[src/include/clock_gen_pkg.sv]
package clock_gen_pkg;

    // ----------------------------------------
    // register addresses
    // ----------------------------------------
    localparam logic [7:0] addr_reference_divider_ratio    = 8'h00;
    localparam logic [7:0] addr_feedback_divider_byte_one  = 8'h01;
    localparam logic [7:0] addr_feedback_divider_byte_two  = 8'h02;
    localparam logic [7:0] addr_output_divider_a_ratio     = 8'h03;
    localparam logic [7:0] addr_output_divider_b_ratio     = 8'h04;
    localparam logic [7:0] addr_output_and_input_control   = 8'h05;
    localparam logic [7:0] addr_holdover_and_reset_control = 8'h06;
    localparam logic [7:0] addr_monitor_status             = 8'h07;
    localparam logic [7:0] addr_reserved_slot              = 8'h08;
    localparam logic [7:0] three_wire_addr_mask            = 8'h7f;

    // ----------------------------------------
    // reset values
    // ----------------------------------------
    localparam logic [7:0] rst_divider                     = 8'h00;
    localparam logic [7:0] rst_output_and_input_control    = 8'h60;
    localparam logic [7:0] rst_holdover_and_reset_control  = 8'h00;
    localparam logic [7:0] rst_monitor_status              = 8'h00;

    // ----------------------------------------
    // field positions
    // ----------------------------------------
    localparam int pos_out_disable     = 7;
    localparam int pos_enable_a        = 6;
    localparam int pos_enable_b        = 5;
    localparam int pos_default_input   = 4;
    localparam int pos_input_enable_hi = 3;
    localparam int pos_input_enable_lo = 2;
    localparam int pos_revert          = 1;
    localparam int pos_monitor_reset   = 0;
    localparam int pos_holdover_enable = 7;
    localparam int pos_forced_holdover = 6;
    localparam int pos_acquire_freq    = 5;
    localparam int pos_soft_reset      = 4;
    localparam int pos_fixed_zero      = 3;
    localparam int pos_aux_source      = 2;
    localparam int pos_acquire_select  = 1;
    localparam int pos_alert           = 7;
    localparam int pos_fail_a          = 6;
    localparam int pos_fail_b          = 5;
    localparam int pos_active_input    = 4;
    localparam int pos_unlocked        = 3;
    localparam int pos_holdover        = 2;

    localparam logic [7:0] out_divider_code_mask = 8'he0;
    localparam logic [7:0] feedback_byte_two_mask = 8'hfe;
    localparam logic [7:0] control_b_mask        = 8'hf6;
    localparam logic [1:0] input_enable_pins     = 2'b00;
    localparam logic [1:0] input_enable_a_only   = 2'b01;
    localparam logic [1:0] input_enable_b_only   = 2'b10;
    localparam int freq_width                    = 16;
    localparam int pin_count                     = 9;

    // ----------------------------------------
    // types
    // ----------------------------------------
    typedef enum logic [1:0] {
        mon_use_a,
        mon_use_b,
        mon_holdover
    } monitor_state_type;

    typedef struct packed {
        logic [7:0] ref_div;
        logic [7:0] fb_one;
        logic [7:0] fb_two;
        logic [7:0] out_a;
        logic [7:0] out_b;
        logic [7:0] ctrl_a;
        logic [7:0] ctrl_b;
    } reg_file_type;

    typedef struct packed {
        logic [7:0] addr;
        logic       wr;
        logic       rd;
        logic [7:0] wdata;
    } reg_access_type;

    typedef struct packed {
        logic [8:0]            ref_ratio;
        logic [15:0]           feedback_ratio;
        logic [4:0]            out_a_ratio;
        logic [4:0]            out_b_ratio;
        logic                  ref_a_enabled;
        logic                  ref_b_enabled;
        logic                  use_ref_b;
        logic                  holdover;
        logic                  hold_value_select;
        logic [freq_width-1:0] nominal_freq;
    } pll_control_type;

    // ----------------------------------------
    // decoding
    // ----------------------------------------
    function automatic logic [4:0] out_ratio(input logic [2:0] code);
        case (code)
            3'h6:    out_ratio = 5'h08;
            3'h7:    out_ratio = 5'h10;
            default: out_ratio = 5'({2'h0, code} + 5'h01);
        endcase
    endfunction : out_ratio

endpackage : clock_gen_pkg

[src/design/pin_sync.sv]
`timescale 1ns/10ps
module pin_sync #(
    parameter int width = 1
) (
    input  wire logic             clock_in,
    input  wire logic             rst_in,
    input  wire logic [width-1:0] async_in,
    output logic      [width-1:0] sync_out
);

    // ----------------------------------------
    // two-stage synchroniser
    // ----------------------------------------
    // first stage feeds only the second one
    logic [width-1:0] stage_one;

    always_ff @(posedge clock_in or posedge rst_in) begin
        if (rst_in) begin
            stage_one <= '0;
            sync_out  <= '0;
        end else begin
            stage_one <= async_in;
            sync_out  <= stage_one;
        end
    end

endmodule : pin_sync

[src/design/clock_gen_config_status_regs.sv]
`timescale 1ns/10ps
module clock_gen_config_status_regs (
    input  wire logic                                   clock_in,
    input  wire logic                                   rst_in,
    input  wire clock_gen_pkg::reg_access_type          access_in,
    input  wire logic                                   three_wire_mode_in,
    output logic [7:0]                                  read_data_out,
    output logic                                        read_valid_out,
    input  wire logic                                   master_reset_pin_in,
    input  wire logic                                   select_pin_a_in,
    input  wire logic                                   select_pin_b_in,
    input  wire logic                                   ref_input_a_fail_in,
    input  wire logic                                   ref_input_b_fail_in,
    input  wire logic                                   pll_unlocked_in,
    input  wire logic                                   divider_out_a_in,
    input  wire logic                                   divider_out_b_in,
    input  wire logic [clock_gen_pkg::freq_width-1:0]   vcxo_freq_in,
    output clock_gen_pkg::pll_control_type              pll_control_out,
    output logic                                        clock_output_a_out,
    output logic                                        clock_output_a_oe_out,
    output logic                                        clock_output_b_out,
    output logic                                        clock_output_b_oe_out,
    output logic                                        clock_output_aux_out,
    output logic                                        failure_alert_out,
    output logic                                        chip_reset_out
);
    import clock_gen_pkg::*;

    // ----------------------------------------
    // state
    // ----------------------------------------
    typedef struct packed {
        reg_file_type          regs;
        logic                  prev_forced;
        logic                  prev_acquire;
        logic                  fail_a;
        logic                  fail_b;
        logic                  alert;
        monitor_state_type     mon;
        logic [freq_width-1:0] nominal;
        logic [7:0]            rdata;
        logic                  rvalid;
        logic                  clk_a;
        logic                  clk_a_oe;
        logic                  clk_b;
        logic                  clk_b_oe;
        logic                  clk_aux;
    } state_type;

    localparam state_type state_reset = '{
        regs: '{
            ref_div: rst_divider,
            fb_one:  rst_divider,
            fb_two:  rst_divider,
            out_a:   rst_divider,
            out_b:   rst_divider,
            ctrl_a:  rst_output_and_input_control,
            ctrl_b:  rst_holdover_and_reset_control
        },
        prev_forced:  1'b0,
        prev_acquire: 1'b0,
        fail_a:       1'b0,
        fail_b:       1'b0,
        alert:        1'b0,
        mon:          mon_use_a,
        nominal:      '0,
        rdata:        8'h00,
        rvalid:       1'b0,
        clk_a:        1'b0,
        // outputs come out of reset enabled, matching the control reset value
        clk_a_oe:     rst_output_and_input_control[pos_enable_a],
        clk_b:        1'b0,
        clk_b_oe:     rst_output_and_input_control[pos_enable_b],
        clk_aux:      1'b0
    };

    state_type state;
    state_type next_state;

    // ----------------------------------------
    // pin synchronisers
    // ----------------------------------------
    logic [pin_count-1:0] pins_raw;
    logic [pin_count-1:0] pins;

    assign pins_raw = {three_wire_mode_in, master_reset_pin_in, select_pin_a_in, select_pin_b_in,
                       ref_input_a_fail_in, ref_input_b_fail_in, pll_unlocked_in,
                       divider_out_a_in, divider_out_b_in};

    pin_sync #(
        .width    (pin_count)
    ) u_pin_sync (
        .clock_in (clock_in),
        .rst_in   (rst_in),
        .async_in (pins_raw),
        .sync_out (pins)
    );

    logic three_wire;
    logic mr_pin;
    logic sel_a;
    logic sel_b;
    logic fail_a_pin;
    logic fail_b_pin;
    logic unlocked;
    logic div_a;
    logic div_b;

    assign {three_wire, mr_pin, sel_a, sel_b, fail_a_pin, fail_b_pin, unlocked, div_a, div_b} = pins;

    // ----------------------------------------
    // register bus decode
    // ----------------------------------------
    logic [7:0] eff_addr;
    logic [7:0] status_byte;

    always_comb begin
        eff_addr = access_in.addr;
        if (three_wire) begin
            eff_addr = access_in.addr & three_wire_addr_mask;
        end
    end

    always_comb begin
        status_byte                   = rst_monitor_status;
        status_byte[pos_alert]        = state.alert;
        status_byte[pos_fail_a]       = state.fail_a;
        status_byte[pos_fail_b]       = state.fail_b;
        status_byte[pos_active_input] = (state.mon == mon_use_b);
        status_byte[pos_unlocked]     = unlocked;
        status_byte[pos_holdover]     = (state.mon == mon_holdover);
    end

    // ----------------------------------------
    // next-state logic
    // ----------------------------------------
    logic       ref_a_on;
    logic       ref_b_on;
    logic       default_b;
    logic       revert;
    logic       hold_enable;
    logic       forced;
    logic       acquire;
    logic       monitor_reset;
    logic       capture;
    logic       out_disable;
    logic [1:0] input_enable;

    always_comb begin
        next_state    = state;
        next_state.rvalid = 1'b0;
        out_disable   = state.regs.ctrl_a[pos_out_disable];
        default_b     = state.regs.ctrl_a[pos_default_input];
        input_enable  = state.regs.ctrl_a[pos_input_enable_hi:pos_input_enable_lo];
        revert        = state.regs.ctrl_a[pos_revert];
        hold_enable   = state.regs.ctrl_b[pos_holdover_enable];
        forced        = state.regs.ctrl_b[pos_forced_holdover];
        acquire       = state.regs.ctrl_b[pos_acquire_freq];
        monitor_reset = 1'b0;

        // input enable field
        case (input_enable)
            input_enable_pins: begin
                ref_a_on = sel_a;
                ref_b_on = sel_b;
            end
            input_enable_a_only: begin
                ref_a_on = 1'b1;
                ref_b_on = 1'b0;
            end
            input_enable_b_only: begin
                ref_a_on = 1'b0;
                ref_b_on = 1'b1;
            end
            default: begin
                ref_a_on = 1'b1;
                ref_b_on = 1'b1;
            end
        endcase

        // host accesses
        if (access_in.wr) begin
            case (eff_addr)
                addr_reference_divider_ratio:   next_state.regs.ref_div = access_in.wdata;
                addr_feedback_divider_byte_one: next_state.regs.fb_one  = access_in.wdata;
                addr_feedback_divider_byte_two: next_state.regs.fb_two  = access_in.wdata & feedback_byte_two_mask;
                addr_output_divider_a_ratio:    next_state.regs.out_a   = access_in.wdata & out_divider_code_mask;
                addr_output_divider_b_ratio:    next_state.regs.out_b   = access_in.wdata & out_divider_code_mask;
                addr_output_and_input_control: begin
                    // monitor reset is a strobe and is not stored
                    next_state.regs.ctrl_a = access_in.wdata;
                    next_state.regs.ctrl_a[pos_monitor_reset] = 1'b0;
                    monitor_reset = access_in.wdata[pos_monitor_reset] & access_in.wdata[pos_revert];
                end
                addr_holdover_and_reset_control: begin
                    // fixed-zero bit is masked and stored as zero whatever the host writes
                    next_state.regs.ctrl_b = access_in.wdata & control_b_mask;
                end
                default: begin
                    // status, reserved slot and unmapped addresses ignore writes
                    next_state.regs = state.regs;
                end
            endcase
        end
        if (access_in.rd) begin
            next_state.rvalid = 1'b1;
            case (eff_addr)
                addr_reference_divider_ratio:    next_state.rdata = state.regs.ref_div;
                addr_feedback_divider_byte_one:  next_state.rdata = state.regs.fb_one;
                addr_feedback_divider_byte_two:  next_state.rdata = state.regs.fb_two;
                addr_output_divider_a_ratio:     next_state.rdata = state.regs.out_a;
                addr_output_divider_b_ratio:     next_state.rdata = state.regs.out_b;
                addr_output_and_input_control:   next_state.rdata = state.regs.ctrl_a;
                addr_holdover_and_reset_control: next_state.rdata = state.regs.ctrl_b;
                addr_monitor_status:             next_state.rdata = status_byte;
                default:                         next_state.rdata = 8'h00;
            endcase
        end

        // frequency capture on rising edges of stored bits
        next_state.prev_forced  = forced;
        next_state.prev_acquire = acquire;
        capture = (forced & ~state.prev_forced) | (acquire & ~state.prev_acquire);
        if (capture) begin
            next_state.nominal = vcxo_freq_in;
        end

        // failure flags: a new failure wins over a monitor reset
        if (monitor_reset) begin
            next_state.fail_a = 1'b0;
            next_state.fail_b = 1'b0;
            next_state.alert  = 1'b0;
        end
        if (fail_a_pin & ref_a_on) begin
            next_state.fail_a = 1'b1;
            next_state.alert  = 1'b1;
        end
        if (fail_b_pin & ref_b_on) begin
            next_state.fail_b = 1'b1;
            next_state.alert  = 1'b1;
        end

        // reference selection monitor
        case (state.mon)
            mon_use_a: begin
                if (hold_enable & forced) begin
                    next_state.mon = mon_holdover;
                end else if (next_state.fail_a | ~ref_a_on) begin
                    if (ref_b_on & ~next_state.fail_b) begin
                        next_state.mon = mon_use_b;
                    end else if (hold_enable) begin
                        next_state.mon = mon_holdover;
                    end
                end else if (revert & default_b & ref_b_on & ~next_state.fail_b) begin
                    next_state.mon = mon_use_b;
                end
            end
            mon_use_b: begin
                if (hold_enable & forced) begin
                    next_state.mon = mon_holdover;
                end else if (next_state.fail_b | ~ref_b_on) begin
                    if (ref_a_on & ~next_state.fail_a) begin
                        next_state.mon = mon_use_a;
                    end else if (hold_enable) begin
                        next_state.mon = mon_holdover;
                    end
                end else if (revert & ~default_b & ref_a_on & ~next_state.fail_a) begin
                    next_state.mon = mon_use_a;
                end
            end
            mon_holdover: begin
                // leaves holdover once forcing ends and an input is usable, or at once if holdover is disabled
                if (~hold_enable | ~forced) begin
                    if (ref_a_on & ~next_state.fail_a & (~default_b | ~ref_b_on | next_state.fail_b)) begin
                        next_state.mon = mon_use_a;
                    end else if (ref_b_on & ~next_state.fail_b) begin
                        next_state.mon = mon_use_b;
                    end else if (~hold_enable) begin
                        next_state.mon = default_b ? mon_use_b : mon_use_a;
                    end
                end
            end
            default: begin
                next_state.mon = mon_use_a;
            end
        endcase
        if (monitor_reset) begin
            next_state.mon = default_b ? mon_use_b : mon_use_a;
        end

        // clock output pins, high impedance overrides logic low
        next_state.clk_a_oe = state.regs.ctrl_a[pos_enable_a];
        next_state.clk_b_oe = state.regs.ctrl_a[pos_enable_b];
        next_state.clk_a    = div_a & ~out_disable & state.regs.ctrl_a[pos_enable_a];
        next_state.clk_b    = div_b & ~out_disable & state.regs.ctrl_a[pos_enable_b];
        next_state.clk_aux  = (state.regs.ctrl_b[pos_aux_source] ? div_b : div_a) & ~out_disable;

        // soft or pin master reset returns everything to power-up values
        if (state.regs.ctrl_b[pos_soft_reset] | mr_pin) begin
            next_state = state_reset;
        end
    end

    // ----------------------------------------
    // state register
    // ----------------------------------------
    always_ff @(posedge clock_in or posedge rst_in) begin
        if (rst_in) begin
            state <= state_reset;
        end else begin
            state <= next_state;
        end
    end

    // ----------------------------------------
    // outputs
    // ----------------------------------------
    always_comb begin
        pll_control_out.ref_ratio         = {1'b0, state.regs.ref_div} + 9'h001;
        pll_control_out.feedback_ratio    = {1'b0, state.regs.fb_one, state.regs.fb_two[7:1]} + 16'h0001;
        pll_control_out.out_a_ratio       = out_ratio(state.regs.out_a[7:5]);
        pll_control_out.out_b_ratio       = out_ratio(state.regs.out_b[7:5]);
        pll_control_out.ref_a_enabled     = ref_a_on;
        pll_control_out.ref_b_enabled     = ref_b_on;
        pll_control_out.use_ref_b         = (state.mon == mon_use_b);
        pll_control_out.holdover          = (state.mon == mon_holdover);
        pll_control_out.hold_value_select = state.regs.ctrl_b[pos_acquire_select];
        pll_control_out.nominal_freq      = state.nominal;
    end

    assign read_data_out         = state.rdata;
    assign read_valid_out        = state.rvalid;
    assign clock_output_a_out    = state.clk_a;
    assign clock_output_a_oe_out = state.clk_a_oe;
    assign clock_output_b_out    = state.clk_b;
    assign clock_output_b_oe_out = state.clk_b_oe;
    assign clock_output_aux_out  = state.clk_aux;
    assign failure_alert_out     = state.alert;
    assign chip_reset_out        = state.regs.ctrl_b[pos_soft_reset] | mr_pin;

endmodule : clock_gen_config_status_regs

[config.mk]
export PLATFORM = sky130hd
export DESIGN_NAME = clock_gen_config_status_regs
export DESIGN_NICKNAME = d
export VERILOG_FILES = /design/src/include/clock_gen_pkg.sv /design/src/design/pin_sync.sv /design/src/design/clock_gen_config_status_regs.sv
export SDC_FILE = /design/constraint.sdc
export NUM_CORES = 1
export LEC_CHECK = 0
export BUFFER_PORTS_ARGS = -buffer_cell sky130_fd_sc_hd__buf_2
export CAP_MARGIN = 20
export CELL_PAD_IN_SITES_DETAIL_PLACEMENT = 1
export CELL_PAD_IN_SITES_GLOBAL_PLACEMENT = 1
export CORE_ASPECT_RATIO = 1.1
export CORE_UTILIZATION = 44
export CTS_CLUSTER_SIZE = 28
export DETAILED_ROUTE_END_ITERATION = 8
export HOLD_SLACK_MARGIN = 0.02
export PLACE_DENSITY = 0.92
export SLEW_MARGIN = 20
export SYNTH_ARGS = -nofsm -noshare
export SYNTH_HDL_FRONTEND = slang
export SYNTH_SLANG_ARGS = --single-unit
[constraint.sdc]
create_clock -name clock_in -period 5.2 [get_ports clock_in]
set_input_delay 1.04 -clock clock_in [delete_from_list [all_inputs] [get_ports clock_in]]
set_output_delay 1.04 -clock clock_in [all_outputs]
set_load 0.03 [all_outputs]
==> results of run 1 <==
[cells in the mapped netlist (all sizes together) (2+ instances only)]
cell type	instances	area [um2]
a2111oi	2	17.52
a21o	2	15.01
a21oi	35	175.2
a221oi	9	85.08
a22oi	2	15.01
a31oi	2	12.51
and2	5	31.28
and3	4	25.02
and4	3	26.28
buf	35	245.2
clkbuf	16	60.06
dfrtp	93	2327
dfstp	4	105.1
ha	8	100.1
inv	13	48.80
mux2i	27	270.3
nand2	93	349.1
nand2b	4	25.02
nand3	54	270.3
nand4	6	43.79
nor2	43	161.4
nor2b	7	43.79
nor3	6	30.03
nor3b	2	15.01
nor4	2	33.78
o21a	2	15.01
o21ai	12	60.06
o22ai	5	31.28
or2	2	12.51
or3	3	18.77
xnor2	14	122.6
xor2	5	43.79
[flip-flops by register name, summed over array words and instances (netlist names), 2 cells and up]
register / count
read_data_out: 8
u_pin_sync.stage_one: 9
state: 39
u_pin_sync.sync_out: 9
input_enable: 2
pll_control_out: 17
[cells by family (layout without fill, tap and decap cells)]
family,count (synthesis),in the layout,share of synthesized area
muxes,28,28,0.05682
and+or+nand+nor,235,235,0.2212
AOI/OAI and AO/OA,81,81,0.1058
adders and majority gates,8,8,0.02020
xor gates and xnor gates,19,19,0.03359
DFF,97,97,0.4909
buffers and inverters,64,150,0.07146
[worst max path at each step]
stage	startpoint	end	slack, ns	cells after the start
global route	state[70]$_DFFE_PP0P_	pll_control_out[45]	1.96	6
CTS	state[70]$_DFFE_PP0P_	pll_control_out[45]	2.13	6
global placement	access_in[13]	state[74]$_DFFE_PP0P_	2.20	7
finish	state[70]$_DFFE_PP0P_	pll_control_out[45]	2.16	6
floorplan	rst_in	acquire$_DFFE_PP0P_	1.63	1
detailed placement	access_in[13]	state[72]$_DFFE_PP0P_	2.10	7
[critical path: stages (launching register included)]
cell and delay [ns]:
dfrtp_1 0.46, ha_1 0.22, nand3_1 0.16, nor3_1 0.29, nand4_1 0.17, xnor2_1 0.16, buf_2 0.21
[layout make-up]
cell class,instances,area share
sequential,97,0.4227
multi-input combinational,371,0.3773
timing repair buffer,121,0.1074
clock buffer,10,0.03979
tap,147,0.03196
clock inverter,6,0.01196
inverter,13,0.008915
[layer usage]
| layer | up-vias | global-route usage | routed length (um) |
|---|---|---|---|
| met5 | - | 0 | 0 |
| li1 | 1968 | - | - |
| met4 | 0 | 0.1427 | 539 |
| met1 | 2106 | 0.3143 | 5529 |
| met3 | 38 | 0.04880 | 707 |
| met2 | 158 | 0.4404 | 7292 |
[power by group through the flow]
stage	logic (mW)	registers (mW)	clock network, mW
final	0.187	0.795	0.655
after detailed placement	0.187	0.809	0
after global placement	0.177	0.807	0
after CTS	0.188	0.795	0.672
after floorplan	0.130	0.809	0
after global routing	0.203	0.798	0.701
==> flow_metrics.py, run 1 <==
metrics = {
    "floorplan": {
        "core_area_um2": 10960,
        "dieArea_um2": 11690,
        "ioPinCount": 117,
        "start_util": 0.4521,
        "die_w_um": 103.2,
        "num_rows": 40,
        "die_h_um": 113.3,
    },
    "finish": {
        "design_area_um2": 5754,
        "area_growth_pct": 16.14,
        "layout-drive-gt1-share": 0.2443,
        "final_common_cell": "buf_2",
        "stdcell_count": 765,
        "multiInputGateArea_um2": 2171,
        "final_cell_mix": "116 x buf_2, 93 x nand2_1, 93 x dfrtp_1",
        "n_fill_cell": 1295,
        "utilization": 0.5250,
        "regArea_um2": 2432,
        "insertedDiodeCount": 0,
        "fin_nets": 666,
    },
    "critical_path": {
        "required_ns": 4.16,
        "reg2reg_slack_ns": 2.87,
        "cp-end-kind": "primary output",
        "critical_path.startpoint_type": "flop",
        "path_max_fanout": 6,
        "cp.arrival_ns": 2.00,
        "r2r_cells": 6,
        "crit_type": "flop to primary output",
        "r2r_end": "state[30]$_DFFE_PP0P_",
        "r2r_start": "input_enable[1]$_DFFE_PP0P_",
    },
    "sta": {
        "setup_tns_ns": 0,
        "relSlewSlack": 0.4063,
        "setup_slack_ns": 2.157,
        "hold_viol": 0,
        "grt_setup_unrepaired": "no",
        "timing.final.crit_share": 0.5852,
        "slew_violations": 0,
        "fin_worst_skew_ns": 0.01097,
        "setup_viol": 0,
        "timing.hold.ws_ns": 0.3483,
        "max_freq_mhz": 328.6,
        "worst_slew_pin_slew_ns": 0.8681,
        "period_needed_ns": 3.043,
    },
    "pwr": {
        "p_sw_mw": 0.4292,
        "powerDensity_nw_per_um2": 284.6,
        "power_mw": 1.637,
        "p_int_mw": 1.208,
        "comb_power_share": 0.114,
        "peakVddDrop_v": 0.0001474,
        "p_leak_nw": 2.845,
        "clkPwrFrac": 0.400,
        "p_seq_frac": 0.486,
        "netSwitchingFraction": 0.2621,
    },
    "synth": {
        "synth.yosys.seq_area_share": 0.4909,
        "synth_nets": 585,
        "netlist_instances": 532,
        "avgSynthCellArea_um2": 9.313,
        "synth_edf_count": 0,
        "ys_types": 52,
        "yosysWarnings": 0,
        "syn_area_um2": 4955,
        "yosys_register_bits": 97,
        "async_flop_share": 1.000,
        "synth_ff_type": "dfrtp_1",
    },
    "worst_hold_path": {
        "hold_path_end": "u_pin_sync.sync_out[5]$_DFF_PP0_",
        "holdPathStages": 0,
        "worstHoldStart": "u_pin_sync.stage_one[5]$_DFF_PP0_",
        "hp-class": "flop to flop",
    },
    "drt": {
        "vias": 4270,
        "vias_per_cell": 5.582,
        "post_drt_wl_per_cell_um": 18.39,
        "drcViolationCount": 0,
        "drt_iter0_drc": 181,
        "drtAntennaViolNets": 0,
        "routed_wl_um": 14070,
        "dr.pass1.iters": 4,
    },
    "placed_design": {
        "placed_cell_area_um2": 5453,
        "gp_congestion": 0.9289,
        "port_buffers": 116,
        "dp_hpwl_um": 10640,
        "dpl.cell_count": 749,
        "dpl_worst_slack_ns": 2.097,
    },
    "clocking": {
        "cts-root-buf": "clkbuf_16",
        "path_clk_slew_ns": 0.06,
        "cts_tree": "built",
        "htree_levels": 3,
        "cts.sinks": 97,
        "clkLatencyLatePin_ns": 0.34,
        "post_cts_buffers": 0,
        "ctsHoldBuffers": 0,
        "cts_made_buffers": 9,
        "cts_buffer_depth": 2,
        "cts_resized": 0,
    },
    "global_route": {
        "grt_max_degree": 66,
        "globalRouteOverflowTotal": 0,
        "track_usage": 0.2621,
        "antenna_found_initial": 0,
        "grt_pass1_vias": 4558,
        "grt_pass1_wl_um": 23050,
    },
    "outcome": {
        "status": "finished clean",
    },
    "flow_run": {
        "cap_violations": 0,
    },
}
Note: power is estimated with default switching activity, not from simulation.
==> run 2: changes to the inputs <==
Settings changed: CORE_UTILIZATION 44 to 41, PLACE_DENSITY 0.92 to 0.87.
Clock period 5.2 ns to 2.9 ns, I/O delays scaled along.
==> run 2 against run 1 <==
Compared with the run above: register-to-register slack worse by 2.1 ns; flip-flop and latch count unchanged; sequential power grew 80%; global-route usage decreased by 2.7 points; critical endpoint unchanged.
==> flow_metrics.py, run 2 (synthesis gave the netlist of run 1 again) <==
metrics = {
    "floorplan": {
        "num_rows": 41,
        "die_w_um": 106.8,
        "dieArea_um2": 12530,
        "core_area_um2": 11640,
        "ioPinCount": 117,
        "die_h_um": 117.3,
        "start_util": 0.4255,
    },
    "pwr": {
        "powerDensity_nw_per_um2": 497.4,
        "power_mw": 2.889,
        "p_leak_nw": 2.869,
        "peakVddDrop_v": 0.0003403,
    },
    "clocking": {
        "cts_tree": "built",
        "cts-root-buf": "clkbuf_16",
        "path_clk_slew_ns": 0.06,
        "cts_buffer_depth": 2,
        "post_cts_buffers": 0,
        "htree_levels": 3,
        "ctsHoldBuffers": 0,
        "clkLatencyLatePin_ns": 0.34,
        "cts_resized": 0,
        "cts_made_buffers": 9,
        "cts.sinks": 97,
    },
    "global_route": {
        "track_usage": 0.2346,
        "grt_pass1_vias": 4375,
        "grt_pass1_wl_um": 22470,
        "antenna_found_initial": 0,
        "grt_max_degree": 48,
        "globalRouteOverflowTotal": 0,
    },
    "finish": {
        "final_common_cell": "buf_2",
        "area_growth_pct": 17.22,
        "insertedDiodeCount": 0,
        "largest_register": "state",
        "layout-drive-gt1-share": 0.2512,
        "final_cell_mix": "116 x buf_2, 93 x nand2_1, 93 x dfrtp_1",
        "largest_reg_flops": 39,
        "fin_nets": 673,
        "n_fill_cell": 1379,
        "design_area_um2": 5808,
    },
    "drt": {
        "dr.pass1.iters": 6,
        "vias_per_cell": 5.514,
        "post_drt_wl_per_cell_um": 18.00,
        "vias": 4273,
        "drt_iter0_drc": 211,
        "drtAntennaViolNets": 0,
        "routed_wl_um": 13950,
        "drcViolationCount": 0,
    },
    "critical_path": {
        "cp.arrival_ns": 2.06,
        "crit_type": "flop to primary output",
        "required_ns": 2.32,
        "critPathLaunch": "state[70]$_DFFE_PP0P_",
        "r2r_start": "input_enable[1]$_DFFE_PP0P_",
        "cp-end-kind": "primary output",
        "path_max_fanout": 6,
        "critical_path.startpoint_type": "flop",
    },
    "sta": {
        "max_freq_mhz": 378.6,
        "slew_violations": 0,
        "timing.final.crit_share": 0.9108,
        "grt_setup_unrepaired": "no",
        "relSlewSlack": 0.5591,
        "setup_tns_ns": 0,
        "fin_worst_skew_ns": 0.007344,
        "worst_slew_pin_slew_ns": 0.6447,
        "period_needed_ns": 2.641,
        "hold_viol": 0,
        "setup_viol": 0,
        "setup_slack_ns": 0.2587,
    },
    "outcome": {
        "status": "finished clean",
    },
    "flow_run": {
        "cap_violations": 0,
    },
    "placed_design": {
        "placed_cell_area_um2": 5524,
        "port_buffers": 116,
        "dpl_worst_slack_ns": 0.3275,
        "gp_congestion": 0.9064,
        "dp_hpwl_um": 10480,
    },
    "worst_hold_path": {
        "hp-class": "primary input to async pin",
    },
}
run 2: changes by cell type in the layout (fill, tap and decap cells not counted), sizes merged:
cell      before  now
buf          121  128
clkinv         4    3
bufinv         1    0
inv           13   12
clkinvlp       1    3
clkbuf        10   11
run 2: through the flow:
| stage | util | std cells | hold slack [ns] |
|---|---|---|---|
| 6_report | 0.4988 | 775 | 0.1585 |
| 3_5_place_dp | 0.4744 | 759 | 0.3363 |
| 3_3_place_gp | 0.4744 | 759 | 0.3327 |
| 5_1_grt | 0.4988 | 775 | 0.1682 |
| 4_1_cts | 0.4988 | 775 | 0.1537 |
| 2_1_floorplan | - | 532 | 0.3312 |
run 2: per-layer routing:
metal,routed length (um),GRT usage
met1,5838,0.2802
met2,7101,0.4172
met3,668,0.04540
met4,341,0.09589
met5,0,0
run 2: worst paths after layout:
path | slack, ns | endpoint | cells after the start
max in group asynchronous | 2.08 | state[50]$_DFFE_PP1P_ | 3
worst min-delay path | 0.16 | clock_output_a_out$_DFF_PP0_ | 2
worst min register to register | 0.35 | u_pin_sync.sync_out[3]$_DFF_PP0_ | 0
worst max-delay path | 0.26 | pll_control_out[45] | 6
worst max register to register | 0.80 | state[30]$_DFFE_PP0P_ | 6
min in group clock_in | 0.34 | u_pin_sync.stage_one[4]$_DFF_PP0_ | 1
run 2: power by group:
part	leakage [nW]	switching (mW)	internal [mW]
clock network	0.132	0.514	0.610
logic	1.46	0.234	0.106
registers	1.28	0.0296	1.40
total	2.87	0.778	2.11
run 2: worst max-delay path, cell delays in order (launching register included):
cell     delay, ns
dfrtp_1       0.49
ha_1          0.24
nand3_1       0.18
nor3_1        0.29
nand4_1       0.14
xnor2_1       0.16
buf_2         0.21
run 2: layout make-up:
cell class	count	area [um2]	area share
clock buffers	11	242.7	0.04179
clock inverters	5	41.29	0.007109
inverters	13	52.55	0.009048
multi-input cells	371	2168	0.3733
flip-flops and latches	97	2432	0.4188
well taps	150	187.7	0.03231
repair buffers	128	683.2	0.1176
==> run 3: changes to the inputs <==
Settings changed: BUFFER_PORTS_ARGS -buffer_cell sky130_fd_sc_hd__buf_2 to -buffer_cell sky130_fd_sc_hd__buf_4, SETUP_SLACK_MARGIN set to 0.15.
==> run 3 against run 2 <==
Compared with the run above: wire length is 4.3% higher; utilization is 2.5 points higher; critical path type unchanged; non-clock buffer count is 3 lower; flip-flop and latch count stayed put; power is 4.7% higher.
==> flow_metrics.py, run 3 (synthesis gave the netlist of run 1 again) <==
metrics = {
    "pwr": {
        "comb_power_share": 0.125,
        "clkPwrFrac": 0.403,
        "powerDensity_nw_per_um2": 496.4,
        "p_sw_mw": 0.8143,
        "peakVddDrop_v": 0.0002798,
        "netSwitchingFraction": 0.2692,
        "p_seq_frac": 0.472,
        "p_int_mw": 2.211,
        "p_leak_nw": 2.923,
    },
    "drt": {
        "routed_wl_um": 14540,
        "post_drt_wl_per_cell_um": 18.84,
        "vias_per_cell": 5.560,
        "vias": 4292,
        "drtAntennaViolNets": 0,
        "drcViolationCount": 0,
        "dr.pass1.iters": 5,
        "drt_iter0_drc": 254,
    },
    "worst_hold_path": {
        "worstHoldStart": "pll_unlocked_in",
        "hp-class": "primary input to flop",
        "hold_path_end": "u_pin_sync.stage_one[2]$_DFF_PP0_",
        "holdPathStages": 1,
    },
    "placed_design": {
        "port_buffers": 116,
        "dp_hpwl_um": 10760,
        "gp_congestion": 0.9111,
    },
    "critical_path": {
        "r2r_end": "read_data_out[2]$_DFFE_PP0P_",
        "cpPeakStageDelay_ns": 0.45,
        "reg2reg_slack_ns": 0.74,
        "r2r_start": "state[41]$_DFFE_PP0P_",
        "r2r_cells": 7,
        "crit_type": "flop to primary output",
        "cp-end-kind": "primary output",
        "worstPathCellList": "ha_1 -> nand3_1 -> nor3_1 -> nand4_1 -> xnor2_1 -> buf_4",
        "critPathLaunch": "state[70]$_DFFE_PP0P_",
        "worst_path_max_delay_cell": "dfrtp_1",
        "critical_path.startpoint_type": "flop",
        "path_max_fanout": 6,
        "cp.arrival_ns": 2.02,
        "required_ns": 2.32,
    },
    "clocking": {
        "cts_tree": "built",
        "post_cts_buffers": 0,
        "clkLatencyLatePin_ns": 0.35,
        "path_clk_slew_ns": 0.07,
        "cts_resized": 0,
        "cts_buffer_depth": 2,
        "cts_made_buffers": 9,
        "htree_levels": 3,
        "cts.sinks": 97,
        "ctsHoldBuffers": 0,
        "cts-root-buf": "clkbuf_16",
    },
    "sta": {
        "relSlewSlack": 0.4787,
        "hold_viol": 0,
        "max_freq_mhz": 384.7,
        "setup_tns_ns": 0,
        "timing.final.crit_share": 0.8964,
        "fin_worst_skew_ns": 0.008332,
        "slew_violations": 0,
        "setup_viol": 0,
        "worst_slew_pin_slew_ns": 0.7803,
        "timing.hold.ws_ns": 0.3345,
        "grt_setup_unrepaired": "no",
        "period_needed_ns": 2.600,
    },
    "finish": {
        "largest_register": "state",
        "insertedDiodeCount": 0,
        "regArea_um2": 2432,
        "n_fill_cell": 1353,
        "fin_nets": 670,
        "final_common_cell": "buf_4",
        "multiInputGateArea_um2": 2168,
        "utilization": 0.5234,
        "largest_reg_flops": 39,
        "final_cell_mix": "124 x buf_4, 93 x nand2_1, 93 x dfrtp_1",
        "layout-drive-gt1-share": 0.2492,
        "area_growth_pct": 23.01,
    },
    "global_route": {
        "grt_max_degree": 48,
        "antenna_found_initial": 0,
        "track_usage": 0.2427,
        "grt_pass1_wl_um": 22960,
        "grt_pass1_vias": 4463,
        "globalRouteOverflowTotal": 0,
    },
    "floorplan": {
        "start_util": 0.4255,
        "dieArea_um2": 12530,
        "die_h_um": 117.3,
        "num_rows": 41,
        "core_area_um2": 11640,
        "ioPinCount": 117,
        "die_w_um": 106.8,
    },
    "outcome": {
        "status": "finished clean",
    },
    "flow_run": {
        "cap_violations": 0,
    },
}
## run 3: cell types whose count changed in the layout (fill, tap and decap cells not counted)
| cell | change |
|---|---|
| buf_2 | -116 |
| buf_4 | +113 |
| inv_6 | +3 |
| clkinv_4 | -2 |
| bufinv_16 | +1 |
| clkbuf_1 | -1 |
| clkbuf_8 | -1 |
| clkinv_2 | +1 |
| clkinvlp_4 | -1 |
## run 3: cell type report
cell class | count | share of cell area
repair buffers | 125 | 0.1560
flip-flops and latches | 97 | 0.3991
inverters | 13 | 0.008622
multi-input cells | 371 | 0.3558
clock inverters | 7 | 0.01273
clock buffers | 9 | 0.03695
well taps | 150 | 0.03079
## run 3: how the worst max path moves through the flow
stage	endpoint	slack [ns]	cells after the start
floorplan	pll_control_out[45]	0.67	5
global placement	out_disable$_DFFE_PP0P_	0.51	6
detailed placement	state[30]$_DFFE_PP0P_	0.36	7
CTS	pll_control_out[45]	0.27	6
global route	pll_control_out[45]	0.16	6
finish	pll_control_out[45]	0.30	6
## run 3: worst max-delay path, delay by kind of cell (launching register included)
kind,cells,cell delay (ns)
XOR/XNOR,1,0.18
adder cells (fa/ha/maj),1,0.22
buffers and inverters,1,0.18
AND/OR/NAND/NOR,3,0.63
flip-flops,1,0.45
## run 3: power groups by stage
stage	registers, mW	logic (mW)	clock network (mW)
4_1_cts	1.43	0.380	1.24
2_1_floorplan	1.45	0.234	0
6_report	1.43	0.379	1.22
5_1_grt	1.43	0.408	1.30
3_3_place_gp	1.45	0.364	0
3_5_place_dp	1.45	0.378	0
## run 3: per-layer routing
| metal | wire (um) | share of wire | up-vias | global-route usage |
|---|---|---|---|---|
| met2 | 7481 | 0.51 | 149 | 0.4305 |
| li1 | - | - | 1973 | - |
| met5 | 0 | 0 | - | 0 |
| met3 | 850 | 0.058 | 32 | 0.05814 |
| met4 | 426 | 0.029 | 0 | 0.1059 |
| met1 | 5785 | 0.40 | 2138 | 0.2809 |
## run 3: per-stage QoR
stage,std cells,cell area [um2],worst slack [ns],power [mW]
after floorplan,532,4959,0.6731,1.684
after global placement,756,5792,0.5051,1.813
after detailed placement,756,5792,0.3634,1.830
after CTS,772,6095,0.2741,3.043
after global routing,772,6095,0.1618,3.141
final,772,6095,0.3003,3.025
